### config.mk
export PLATFORM = sky130hd
export DESIGN_NAME = tmc_mode_ctrl
export DESIGN_NICKNAME = d
export VERILOG_FILES = /design/src/hdl/tmc_mode_ctrl.v
export VERILOG_INCLUDE_DIRS = /design/src /design/src/hdl
export SDC_FILE = /design/constraint.sdc
export NUM_CORES = 1
export LEC_CHECK = 0
export BUFFER_PORTS_ARGS = -buffer_cell sky130_fd_sc_hd__buf_2
export CAP_MARGIN = 20
export CORE_ASPECT_RATIO = 1.5
export CORE_MARGIN = 4
export CORE_UTILIZATION = 40
export DETAILED_ROUTE_END_ITERATION = 10
export GPL_TIMING_DRIVEN = 0
export HOLD_SLACK_MARGIN = 0.08
export RECOVER_POWER = 100
export SYNTH_ARGS = -nofsm -noshare
export SYNTH_HDL_FRONTEND = slang
export SYNTH_SLANG_ARGS = --single-unit
### constraint.sdc
create_clock -name CLOCK -period 8.16 [get_ports CLOCK]
set_input_delay 0.816 -clock CLOCK [delete_from_list [all_inputs] [get_ports CLOCK]]
set_output_delay 0.816 -clock CLOCK [all_outputs]
set_load 0.05 [all_outputs]
### src/hdl/tmc_consts.vh
`ifndef TMC_CONSTS_VH
`define TMC_CONSTS_VH

// register byte offsets on the bus
`define TMC_CFG_OFS      8'h00
`define TMC_CMD_OFS      8'h04
`define TMC_STAT_OFS     8'h08
`define TMC_IRQ_STAT_OFS 8'h0C
`define TMC_IRQ_MASK_OFS 8'h10
`define TMC_OFF_DLY_OFS  8'h14

// configuration field
`define TMC_CFG_GEN_BIT  0

// command fields, each a write-one pulse
`define TMC_CMD_LOC_ON   0
`define TMC_CMD_LOC_OFF  1
`define TMC_CMD_TO_N     2
`define TMC_CMD_TO_A     3
`define TMC_CMD_TO_O     4
`define TMC_CMD_ALM_CLR  5

// interrupt event fields
`define TMC_EV_DONE      0
`define TMC_EV_REFUSE    1
`define TMC_EV_INHIB     2
`define TMC_EV_FIRE      3
`define TMC_EV_FORCE     4
`define TMC_EV_HANDLE    5
`define TMC_EV_W         6

// reset values
`define TMC_CFG_RST      1'b0
`define TMC_OFF_DLY_RST  16'h0003
`define TMC_IRQ_MASK_RST 6'h00

// timing: cycles per ms at 50 MHz, 5 ms input filter, fixed return delay
`define TMC_MS_CYC       16'hC350
`define TMC_DB_CYC       20'h3_D090
`define TMC_RET_DLY_MS   16'h0002

`endif

### src/hdl/tmc_mode_ctrl.v
// The address map and the AHB-Lite slave port were left to the implementer.
`timescale 1ns/10ps
`include "tmc_consts.vh"

// two-flop synchroniser followed by a stability filter
module tmc_filt #(
  parameter [19:0] DB = 20'h0_0002       // cycles the level must hold
) (
  input  wire clk,                       // controller clock
  input  wire rst,                       // asynchronous reset
  input  wire din,                       // raw pin level
  output reg  dout                       // filtered level
);
  reg        s1_q;                       // first stage, read by s2_q only
  reg        s2_q;                       // second stage
  reg [19:0] cnt_q;                      // stability counter

  // new level accepted only after it stood for DB cycles
  always @(posedge clk or posedge rst)
  begin
    if (rst)
    begin
      s1_q  <= 1'b0;
      s2_q  <= 1'b0;
      dout  <= 1'b0;
      cnt_q <= 20'h0_0000;
    end
    else
    begin
      s1_q <= din;
      s2_q <= s1_q;
      if (s2_q == dout)
        cnt_q <= 20'h0_0000;             // level agrees, restart count
      else if (cnt_q >= DB - 20'h0_0001)
      begin
        dout  <= s2_q;                   // stable long enough
        cnt_q <= 20'h0_0000;
      end
      else
        cnt_q <= cnt_q + 20'h0_0001;
    end
  end
endmodule // tmc_filt

module tmc_mode_ctrl #(
  parameter [15:0] MS_CYCLES = `TMC_MS_CYC,  // cycles per millisecond
  parameter [19:0] DB_CYCLES = `TMC_DB_CYC   // input filter time
) (
  input  wire        CLOCK,
  input  wire        SYS_RST,
  input  wire        HSEL,
  input  wire [31:0] HADDR,
  input  wire [1:0]  HTRANS,
  input  wire        HWRITE,
  input  wire [2:0]  HSIZE,
  input  wire [31:0] HWDATA,
  input  wire        HREADY,
  output reg  [31:0] HRDATA,
  output wire        HREADYOUT,
  output wire        HRESP,
  input  wire        INHIBIT,
  input  wire        FIRE,
  input  wire        FORCE_OFF,
  input  wire        HANDLE,
  input  wire        N_OK,
  input  wire        A_OK,
  input  wire        N_SOL_OK,
  input  wire        A_SOL_OK,
  input  wire        POS_N,
  input  wire        POS_A,
  input  wire        POS_O,
  output reg         ORDER_N,
  output reg         ORDER_A,
  output reg         ORDER_O,
  output reg         LOAD_SHED,
  output reg         GEN_START,
  output reg         ALARM_RELAY,
  output reg         ALARM_LED,
  output reg  [1:0]  POS_IND,
  output reg         INHIB_IND,
  output reg         IRQ
);
  // modes, highest priority last
  localparam [2:0] M_AUTO   = 3'b000;
  localparam [2:0] M_LOCAL  = 3'b001;
  localparam [2:0] M_INHIB  = 3'b010;
  localparam [2:0] M_FIRE   = 3'b011;
  localparam [2:0] M_FORCE  = 3'b100;
  localparam [2:0] M_HANDLE = 3'b101;
  // transfer engine phases
  localparam [1:0] E_IDLE   = 2'b00;
  localparam [1:0] E_OFFD   = 2'b01;
  localparam [1:0] E_GO     = 2'b10;
  // targets and positions share codes
  localparam [1:0] T_N      = 2'b00;
  localparam [1:0] T_A      = 2'b01;
  localparam [1:0] T_O      = 2'b10;
  localparam [1:0] T_AUTO   = 2'b11;

  wire [10:0] raw;                       // pins before filtering
  wire [10:0] flt;                       // pins after filtering
  wire        inhib_s  = flt[0];
  wire        fire_s   = flt[1];
  wire        force_s  = flt[2];
  wire        handle_s = flt[3];
  wire        n_ok     = flt[4];
  wire        a_ok     = flt[5];
  wire        n_sol    = flt[6];
  wire        a_sol    = flt[7];
  reg  [1:0]  pos;                       // decoded switch position
  assign raw = {POS_O, POS_A, POS_N, A_SOL_OK, N_SOL_OK, A_OK, N_OK,
                HANDLE, FORCE_OFF, FIRE, INHIBIT};
  // every pin synchronised; mode inputs also debounced
  genvar gi;
  generate
    for (gi = 0; gi < 11; gi = gi + 1)
    begin : g_in
      tmc_filt #(
        .DB   ((gi < 4) ? DB_CYCLES : 20'h0_0001)
      ) u_filt (
        .clk  (CLOCK),
        .rst  (SYS_RST),
        .din  (raw[gi]),
        .dout (flt[gi])
      );
    end
  endgenerate

  // position from the mechanism contacts
  always @*
  begin
    if (flt[8])
      pos = T_N;
    else if (flt[9])
      pos = T_A;
    else if (flt[10])
      pos = T_O;
    else
      pos = T_AUTO;                      // between positions
  end

  // ---------------- bus slave ----------------
  reg        wr_q;                       // write data phase pending
  reg [7:0]  adr_q;                      // latched byte offset
  reg        gen_cfg_q;                  // utility-generator configuration
  reg [15:0] off_dly_q;                  // off delay in ms
  reg [`TMC_EV_W-1:0] ist_q;             // sticky event bits
  reg [`TMC_EV_W-1:0] imask_q;           // interrupt enables
  wire       aph = HSEL & HREADY & HTRANS[1];
  wire       cmd_wr = wr_q & (adr_q == `TMC_CMD_OFS);
  wire [5:0] cmd = cmd_wr ? HWDATA[5:0] : 6'h00;
  assign HREADYOUT = 1'b1;               // zero wait states
  assign HRESP     = 1'b0;               // always OKAY
  // ---------------- mode and engine state ----------------
  reg [2:0]  mode_q;                     // active mode
  reg [2:0]  mode_d;                     // arbitrated next mode
  reg        local_q;                    // local control selected
  reg        boot_q;                     // first cycle after reset
  reg [1:0]  eph_q;                      // engine phase
  reg [1:0]  tgt_q;                      // engine target
  reg [15:0] lim_q;                      // delay length in ms
  reg [15:0] div_q;                      // millisecond prescaler
  reg [15:0] msc_q;                      // elapsed ms
  reg        shed_q;                     // load shedding state
  reg        gen_q;                      // generator start state
  reg        alarm_q;                    // alarm latch

  wire busy     = (eph_q != E_IDLE);
  wire ms_tick  = (div_q == MS_CYCLES - 16'h0001);
  wire dly_end  = (eph_q == E_OFFD) & (msc_q >= lim_q);
  wire refuse   = (~n_ok & ~a_ok) | (~n_sol & ~a_sol);
  wire in_loc   = (mode_q == M_LOCAL);
  wire loc_n    = in_loc & cmd[`TMC_CMD_TO_N];
  wire loc_a    = in_loc & cmd[`TMC_CMD_TO_A];
  wire loc_o    = in_loc & cmd[`TMC_CMD_TO_O];
  wire refused  = (loc_n | loc_a) & refuse;
  wire auto_ent = (mode_d == M_AUTO) & ((mode_q != M_AUTO) | boot_q);
  wire done     = (eph_q == E_GO) & (pos == tgt_q);
  wire [`TMC_EV_W-1:0] ev;
  assign ev = {(mode_d == M_HANDLE) & (mode_q != M_HANDLE),
               (mode_d == M_FORCE)  & (mode_q != M_FORCE),
               (mode_d == M_FIRE)   & (mode_q != M_FIRE),
               (mode_d == M_INHIB)  & (mode_q != M_INHIB),
               refused, done};
  // mode arbitration by priority
  always @*
  begin
    mode_d = local_q ? M_LOCAL : M_AUTO;
    if (handle_s)
      mode_d = M_HANDLE;
    else if (force_s)
      mode_d = M_FORCE;
    else if (fire_s)
      mode_d = M_FIRE;
    else if (inhib_s & ((mode_q >= M_INHIB) | ~busy))
      mode_d = M_INHIB;
  end

  // bus registers, read data and interrupt status
  always @(posedge CLOCK or posedge SYS_RST)
  begin
    if (SYS_RST)
    begin
      wr_q      <= 1'b0;
      adr_q     <= 8'h00;
      HRDATA    <= 32'h0000_0000;
      gen_cfg_q <= `TMC_CFG_RST;
      off_dly_q <= `TMC_OFF_DLY_RST;
      ist_q     <= {`TMC_EV_W{1'b0}};
      imask_q   <= `TMC_IRQ_MASK_RST;
      IRQ       <= 1'b0;
    end
    else
    begin
      wr_q  <= aph & HWRITE;
      adr_q <= aph ? {HADDR[7:2], 2'b00} : adr_q;
      if (aph & ~HWRITE)
      begin
        // read data prepared for the data phase; unmapped reads zero
        case ({HADDR[7:2], 2'b00})
          `TMC_CFG_OFS:      HRDATA <= {31'h0000_0000, gen_cfg_q};
          `TMC_STAT_OFS:     HRDATA <= {17'h0_0000, a_ok, n_ok, alarm_q, gen_q,
                                        shed_q, tgt_q, pos, eph_q, local_q, mode_q};
          `TMC_IRQ_STAT_OFS: HRDATA <= {26'h000_0000, ist_q};
          `TMC_IRQ_MASK_OFS: HRDATA <= {26'h000_0000, imask_q};
          `TMC_OFF_DLY_OFS:  HRDATA <= {16'h0000, off_dly_q};
          default:           HRDATA <= 32'h0000_0000;
        endcase
      end
      if (wr_q & (adr_q == `TMC_CFG_OFS))
        gen_cfg_q <= HWDATA[`TMC_CFG_GEN_BIT];
      if (wr_q & (adr_q == `TMC_IRQ_MASK_OFS))
        imask_q <= HWDATA[`TMC_EV_W-1:0];
      if (wr_q & (adr_q == `TMC_OFF_DLY_OFS))
        off_dly_q <= HWDATA[15:0];
      // write one clears; a new event in the same cycle wins
      if (wr_q & (adr_q == `TMC_IRQ_STAT_OFS))
        ist_q <= (ist_q & ~HWDATA[`TMC_EV_W-1:0]) | ev;
      else
        ist_q <= ist_q | ev;
      IRQ <= |(ist_q & imask_q);
    end
  end

  // mode, local selection and transfer engine
  always @(posedge CLOCK or posedge SYS_RST)
  begin
    if (SYS_RST)
    begin
      mode_q  <= M_AUTO;
      local_q <= 1'b0;
      boot_q  <= 1'b1;
      eph_q   <= E_IDLE;
      tgt_q   <= T_O;
      lim_q   <= 16'h0000;
      div_q   <= 16'h0000;
      msc_q   <= 16'h0000;
      shed_q  <= 1'b0;
      alarm_q <= 1'b0;
    end
    else
    begin
      mode_q <= mode_d;
      boot_q <= 1'b0;
      // delay timer runs only while waiting in off
      div_q <= ((eph_q != E_OFFD) | ms_tick) ? 16'h0000 : div_q + 16'h0001;
      if (eph_q != E_OFFD)
        msc_q <= 16'h0000;
      else if (ms_tick)
        msc_q <= msc_q + 16'h0001;
      // local control is entered only by command from auto
      if (cmd[`TMC_CMD_LOC_ON] & (mode_q == M_AUTO))
        local_q <= 1'b1;
      else if ((cmd[`TMC_CMD_LOC_OFF] & in_loc) | fire_s | force_s)
        local_q <= 1'b0;
      // alarm: refusal sets, software clears, set wins
      if (refused)
        alarm_q <= 1'b1;
      else if (cmd[`TMC_CMD_ALM_CLR])
        alarm_q <= 1'b0;
      if (mode_d >= M_INHIB)
        eph_q <= E_IDLE;                 // cancelled or suspended
      else if (loc_o)
      begin
        tgt_q <= T_O;                    // off at once, no delay
        eph_q <= E_GO;
      end
      else if ((loc_n | loc_a) & ~refuse)
      begin
        tgt_q <= loc_n ? T_N : T_A;
        lim_q <= off_dly_q;              // only the off delay
        eph_q <= (pos == (loc_n ? T_N : T_A)) ? E_IDLE : E_OFFD;
      end
      else if (auto_ent | ((mode_d == M_AUTO) & ~busy & (pos == T_O) & (n_ok | a_ok)))
      begin
        tgt_q <= T_AUTO;                 // interim off, fixed delay
        lim_q <= `TMC_RET_DLY_MS;
        eph_q <= E_OFFD;
      end
      else if ((mode_d == M_AUTO) & ~busy &
               (((pos == T_N) & ~n_ok) | ((pos == T_A) & ~a_ok)))
      begin
        tgt_q <= T_AUTO;                 // source lost: off delay first
        lim_q <= off_dly_q;
        eph_q <= E_OFFD;
      end
      else if (dly_end)
      begin
        if (tgt_q != T_AUTO)
          eph_q <= E_GO;
        else if (n_ok)
        begin
          tgt_q  <= T_N;
          shed_q <= 1'b0;
          eph_q  <= E_GO;
        end
        else if (a_ok)
        begin
          tgt_q  <= T_A;
          shed_q <= 1'b1;                // shed load toward alternate
          eph_q  <= E_GO;
        end
        else
          eph_q <= E_IDLE;               // stay in interim off
      end
      else if (done)
        eph_q <= E_IDLE;
    end
  end

  // generator start follows normal loss in auto only
  always @(posedge CLOCK or posedge SYS_RST)
  begin
    if (SYS_RST)
      gen_q <= 1'b0;
    else if (mode_q == M_AUTO)
      gen_q <= gen_cfg_q & ~n_ok;
    else if (mode_q == M_LOCAL)
      gen_q <= 1'b0;
  end

  // registered outputs to the mechanism and the panel
  always @(posedge CLOCK or posedge SYS_RST)
  begin
    if (SYS_RST)
    begin
      ORDER_N     <= 1'b0;
      ORDER_A     <= 1'b0;
      ORDER_O     <= 1'b0;
      LOAD_SHED   <= 1'b0;
      GEN_START   <= 1'b0;
      ALARM_RELAY <= 1'b0;
      ALARM_LED   <= 1'b0;
      POS_IND     <= 2'b11;
      INHIB_IND   <= 1'b0;
    end
    else
    begin
      POS_IND   <= pos;                  // kept in every mode
      ALARM_LED <= alarm_q;
      INHIB_IND <= (mode_q == M_INHIB);  // panel lock and display
      ORDER_O     <= 1'b0;               // no order unless the mode asks for one
      ORDER_N     <= 1'b0;
      ORDER_A     <= 1'b0;
      ALARM_RELAY <= alarm_q;
      case (mode_q)
        M_AUTO, M_LOCAL:
        begin
          ORDER_O <= (eph_q == E_OFFD) | ((eph_q == E_GO) & (tgt_q == T_O));
          ORDER_N <= (eph_q == E_GO) & (tgt_q == T_N) & n_ok;
          ORDER_A <= (eph_q == E_GO) & (tgt_q == T_A) & a_ok;
          LOAD_SHED   <= in_loc ? 1'b0 : shed_q;
          GEN_START   <= in_loc ? 1'b0 : gen_q;
        end
        M_FIRE, M_FORCE: ORDER_O <= 1'b1;  // emergency off
        M_HANDLE: ALARM_RELAY <= 1'b0;     // suspended, shed and generator held
        default: ORDER_O <= 1'b0;          // inhibit: no orders
      endcase
    end
  end
endmodule // tmc_mode_ctrl

* Word-level counts from Yosys, hierarchy flattened
Cells that the tools add are included.
** Word-level totals
- Register bits after elaboration :: 392
- Input bits :: 85
- Logic and storage cells :: 326
** Operators by class
- $add $sub $neg :: 13
- Magnitude comparators :: 14
- Equal/unequal tests :: 44
- Muxes and demuxes :: 72
- Bitwise logic cells :: 78
- Reduce and logical (&&, ||, !) cells :: 33
** Operator list (count)
- $mux 20 :: 22
- $add 20x1->20 const B :: 11
- $ge 20x1->1 const B :: 7
- $mux 16 :: 6
- $ge 20x18->1 const B :: 4
- $pmux 16 s5 :: 1
- $mux 2 :: 22
- $and 1x1->1 :: 38
- $add 16x1->16 const B :: 2
- $eq 6x3->1 const B :: 4
- $not 1->1 :: 24
- $reduce_and 2->1 :: 11
- $eq 6x2->1 const B :: 3
- $eq 16x16->1 const B :: 1
- $ge 16x16->1 :: 1
- $mux 1 :: 16
- $and 6x6->6 :: 2
- $eq 3x2->1 const B :: 4
- $eq 3x3->1 const B :: 4
- $mux 6 :: 2
- $or 6x6->6 :: 2
- $eq 1x1->1 :: 11
- $or 1x1->1 :: 11
- $reduce_bool 2->1 :: 5
- 28 further kinds :: 40

* Depth between registers and ports, before layout
- Word-level depth :: 17
- Depth in mapped cells :: 10

* Hierarchy
A second synthesis with hierarchy kept.
** Second synthesis, totals
- Cells, all modules :: 1076
- Area total of the unflattened synthesis :: 11363.4 um^2
** By module, submodules not included
- tmc_mode_ctrl :: times used 1, cells an instance 617, area each 6145.9 um^2, sequential area each 3085.5 um^2
- tmc_filt (g_in[0].u_filt ...) :: times used 4, cells an instance 106, area each 1159.9 um^2, sequential area each 575.6 um^2
- tmc_filt (g_in[10].u_filt ...) :: times used 7, cells an instance 5, area each 82.6 um^2, sequential area each 75.1 um^2

* Least setup slack after synthesis
Ideal clock, no wire load.
- Path kind :: in2reg
- Start :: input port HTRANS[1]
- End :: register HRDATA[10]
- Setup time :: 0.083 ns
- Arrival :: 2.074 ns
- Required time :: 8.077 ns
- Path slack :: 6.003 ns
- Stages :: 7
- Buffers on the path :: 2
- Cell sequence :: nand3_1 > nand2b_1 > clkbuf_1 > a211oi_1 > nand2_1 > clkbuf_1 > o21ai_0
** On the way
- Word-level cells in the longest chain between the ends :: 2
** RTL lines
- from (decl) :: line tmc_mode_ctrl.v:53 : input wire [1:0] HTRANS,
- $and 1x1->1 :: line tmc_mode_ctrl.v:149 : wire aph = HSEL & HREADY & HTRANS[1];
- $and 1x1->1 :: line tmc_mode_ctrl.v:217 : if (aph & ~HWRITE)
- to (signal assigned) :: line tmc_mode_ctrl.v:221 : `TMC_CFG_OFS: HRDATA <= {31'h0000_0000, gen_cfg_q};
- to (signal assigned) :: line tmc_mode_ctrl.v:222 : `TMC_STAT_OFS: HRDATA <= {17'h0_0000, a_ok, n_ok, alarm_q, gen_q,
- to (signal assigned) :: line tmc_mode_ctrl.v:224 : `TMC_IRQ_STAT_OFS: HRDATA <= {26'h000_0000, ist_q};
- to (decl) :: line tmc_mode_ctrl.v:58 : output reg [31:0] HRDATA,
Every way passes these cells.
A chain may end at the register's enable or synchronous reset.

==> metrics.md <==
| Metric | Value |
|---|---|
| Achievable frequency | `0.2430 GHz` |
| Setup TNS | `0 ns` |
| CTS resizes | `0` |
| Total grt overflow | `0` |
| Gr usage total | `16.61%` |
| Predominant post-synthesis flop cell | `dfrtp_1` |
| Netlist Area Pre-Place | `10700 um^2` |
| Final Max Tran Viols | `117` |
| CP Buf/Inv Count | `2` |
| Mean Syn Cell Area | `10.72 um^2` |
| Post-cts hold buffer count | `0` |
| Register Area | `5913 um^2` |
| Failing checks | `capacitance limit, slew limit` |
| Vias per cell | `5.073` |
| Crit-path max cell delay | `2.83 ns` |
| Layout Skew | `0.02580 ns` |
| Via Count | `7462` |
| Vias in the first global route | `between 7000 and 8000` |
| Clk_lat worst skew | `approximately 0.54 ns` |
| Placed Area | `around 12000 um^2` |
| Max FO, Critical Path | `between 100 and 150` |
| Post-DP HPWL | `roughly 17000 um` |
| Root buf cell | `clkbuf_16` |
| Num CTS Buffers | `25` |
| Setup Buffers After CTS | `0` |
| Min-delay src | `g_in[2].u_filt.s1_q` |
| CP max stage cell | `clkinvlp_2` |
| Synth cell types | `69` |
| Fraction of registers with async set/reset | `100.0%` |
| Row count | `between 70 and 80` |
| Required time of the critical path | `7.86 ns` |
| Syn-to-layout area delta | `14.95%` |
| Fin cells | `1471` |
| DRC Markers | `0` |
| RSZ-0062 raised after global routing | `no` |
| Hold Path Stages | `0` |
| Final antenna-violating net count | `0` |
| Status | `finished, violations left` |
| Setup Viol. Count Final | `0` |
| H-tree depth | `1` |
| CP cell instances | `buf_2 -> clkinvlp_2` |
| PortBufs | `65` |
| Routed wire per std cell | `16.35 um` |
| Worst Path Arrival | `3.82 ns` |
| Die width | `about 140 um` |
| Post-synth EDFFs | `0` |
| Synth Instances | `998` |
| Clk pin slew, worst setup/hold paths | `0.06 ns` |
| Core ar. | `26490 um^2` |
| Design area | `roughly 12000 um^2` |
| Largest net degree at the start of global routing | `122` |
| First-pass GRT wire length | `39880 um` |
| Nets | `1223` |
| #FFs+latches synth | `236` |
| Yosys top cell area share | `53.78%` |
| Max cap viols | `1` |
| DRT Pass-1 Iters | `5` |
| Hold Violations, Final | `0` |
| RR Endpoint | `lim_q[0]` |
| # fillers | `2521` |
| Seq/Total Area, Yosys | `55.26%` |
| Die H | `208.3 um` |
| Worst-Margin Slew | `5.086 ns` |
| Clock sinks | `roughly 240` |
| Layout cell share with drive strength beyond 1 | `13.24%` |
| Post-synth top cells | `dfrtp_1, nor2_1, nand2_1` |
| Warnings, synthesis | `0` |
| Area of the multi-input gates | `4412 um^2` |
| Placer Congestion | `around 0.85` |
| Reg2Reg Depth | `7` |
| Hold path endpoint | `g_in[2].u_filt.s2_q` |
| Reg-to-Reg Start | `adr_q[3]` |
| Leakage | `roughly 5.4 nW` |
| CP Capture Type | `async pin` |
| Most frequent cell after synthesis | `dfrtp_1` |
| Cell accounting for the most synthesized area | `dfrtp_1` |
| Maximum VDD drop | `~0.00019 V` |
| Setup CP Type | `in -> async` |
| Placed cell count | `about 1400` |
| Initial DRC count | `380` |
| Slew headroom | `-240.9%` |
| Util after Layout | `approximately 46%` |
| Crit path from | `SYS_RST` |
| Worst Hold Class | `reg -> reg` |
| CTS tree | `built` |
| Clock buffer depth | `3` |
| Fin crit period | `4.116 ns` |
| Initial antenna violation count | `2` |
| Fin crit share | `around half` |
| IO Pins | `130` |
| Die ar. | `29490 um^2` |
| Setup crit start kind | `primary input` |
| R2r setup slk | `between 4 and 5 ns` |
| Top delay family on crit path | `buffers and inverters` |
| Pwr/cell area | `210.1 nW/um^2` |
| Top post-synthesis cells by area | `dfrtp_1, xor2_1, nor2_1` |
| Starting Density | `roughly two fifths` |
| WL final | `approximately 24000 um` |
## cells by family after synthesis
| logic type | count (synthesis) | share of synthesized area (%) |
|---|---|---|
| compound gates | 130 | 8.722 |
| xor+xnor | 89 | 7.284 |
| fa+ha+maj | 22 | 2.572 |
| buf+inv | 86 | 3.882 |
| flops | 236 | 55.26 |
| mux | 38 | 3.952 |
| other cells | 2 | 0.07018 |
| simple gates | 395 | 18.26 |
## layer usage
| metal | share of wire [%] | wire [um] | global-route usage (%) |
|---|---|---|---|
| met1 | 40 | 9521 | 19.40 |
| met2 | 53 | 12850 | 30.41 |
| met5 | 0.033 | 8 | 0 |
| met3 | 3.4 | 814 | 2.207 |
| met4 | 3.6 | 861 | 6.523 |
## power by group
group | switching [mW] | leakage, nW | internal (mW)
sequential | 0.0332 | 3.09 | 1.22
clock | 0.457 | 0.415 | 0.673
combinational | 0.140 | 1.86 | 0.0658
## state kept, by name, summed over array words and instances, names as in the netlist, 6 cells and up
register	cells
g_in.u_filt.s1_q	11
adr_q	6
g_in.u_filt.dout	11
off_dly_q	16
g_in.u_filt.cnt_q	80
div_q	16
lim_q	16
ist_q	6
imask_q	6
HRDATA	16
g_in.u_filt.s2_q	11
msc_q	16
## worst max path at each step
stage,endpoint,slack (ns),cells after the start
6_report,g_in[2].u_filt.s1_q,4.04,2
5_1_grt,g_in[2].u_filt.s1_q,3.11,2
4_1_cts,msc_q[8],5.47,8
3_5_place_dp,HRDATA[8],4.97,8
3_3_place_gp,HRDATA[0],-1.73,2
2_1_floorplan,ALARM_LED,0.88,1
## placed cells by master, fill, tap and decap left out, types with 6 or more instances in the layout
cell / instances
nand4_1: 25
clkbuf_16: 25
inv_1: 27
a221oi_1: 6
conb_1: 27
nand3_1: 43
dfstp_2: 6
nor2_1: 135
o41ai_1: 7
o21ai_0: 32
ha_1: 22
a22o_1: 17
a22oi_1: 19
nor2b_1: 8
and4_1: 7
buf_4: 18
or3_1: 8
clkbuf_1: 66
dfrtp_1: 230
mux2_2: 34
xor2_1: 60
buf_2: 40
and3_1: 33
xnor2_1: 29
clkbuf_8: 9
a21oi_1: 16
nor3_1: 10
nor4_1: 8
nand2_1: 86
## through the flow
stage          total power [mW]  hold slack (ns)  setup WS (ns)
3_5_place_dp              1.484           0.3347          4.972
2_1_floorplan             1.414           0.3312         0.8792
6_report                  2.585           0.3419          4.044
5_1_grt                   2.699           0.3515          3.106
4_1_cts                   2.628           0.3451          5.466
3_3_place_gp              1.480           0.3344         -1.729
## worst reg2reg max path: cells and delay by family (launching register included)
family | cells | cell delay, ns
compound gates | 1 | 0.31
buf+inv | 1 | 0.34
flops | 1 | 0.39
simple gates | 5 | 2.03
## layout make-up
type | count | share of cell area, %
clock buffers | 37 | 6.184
inverters | 28 | 0.8645
well taps | 337 | 3.428
flip-flops and latches | 236 | 48.07
diodes | 1 | 0.02034
repair buffers | 66 | 2.583
clock inverters | 7 | 0.5187
plain buffers | 58 | 2.472
multi-input cells | 701 | 35.86
Power figures use the tool's default switching activity.
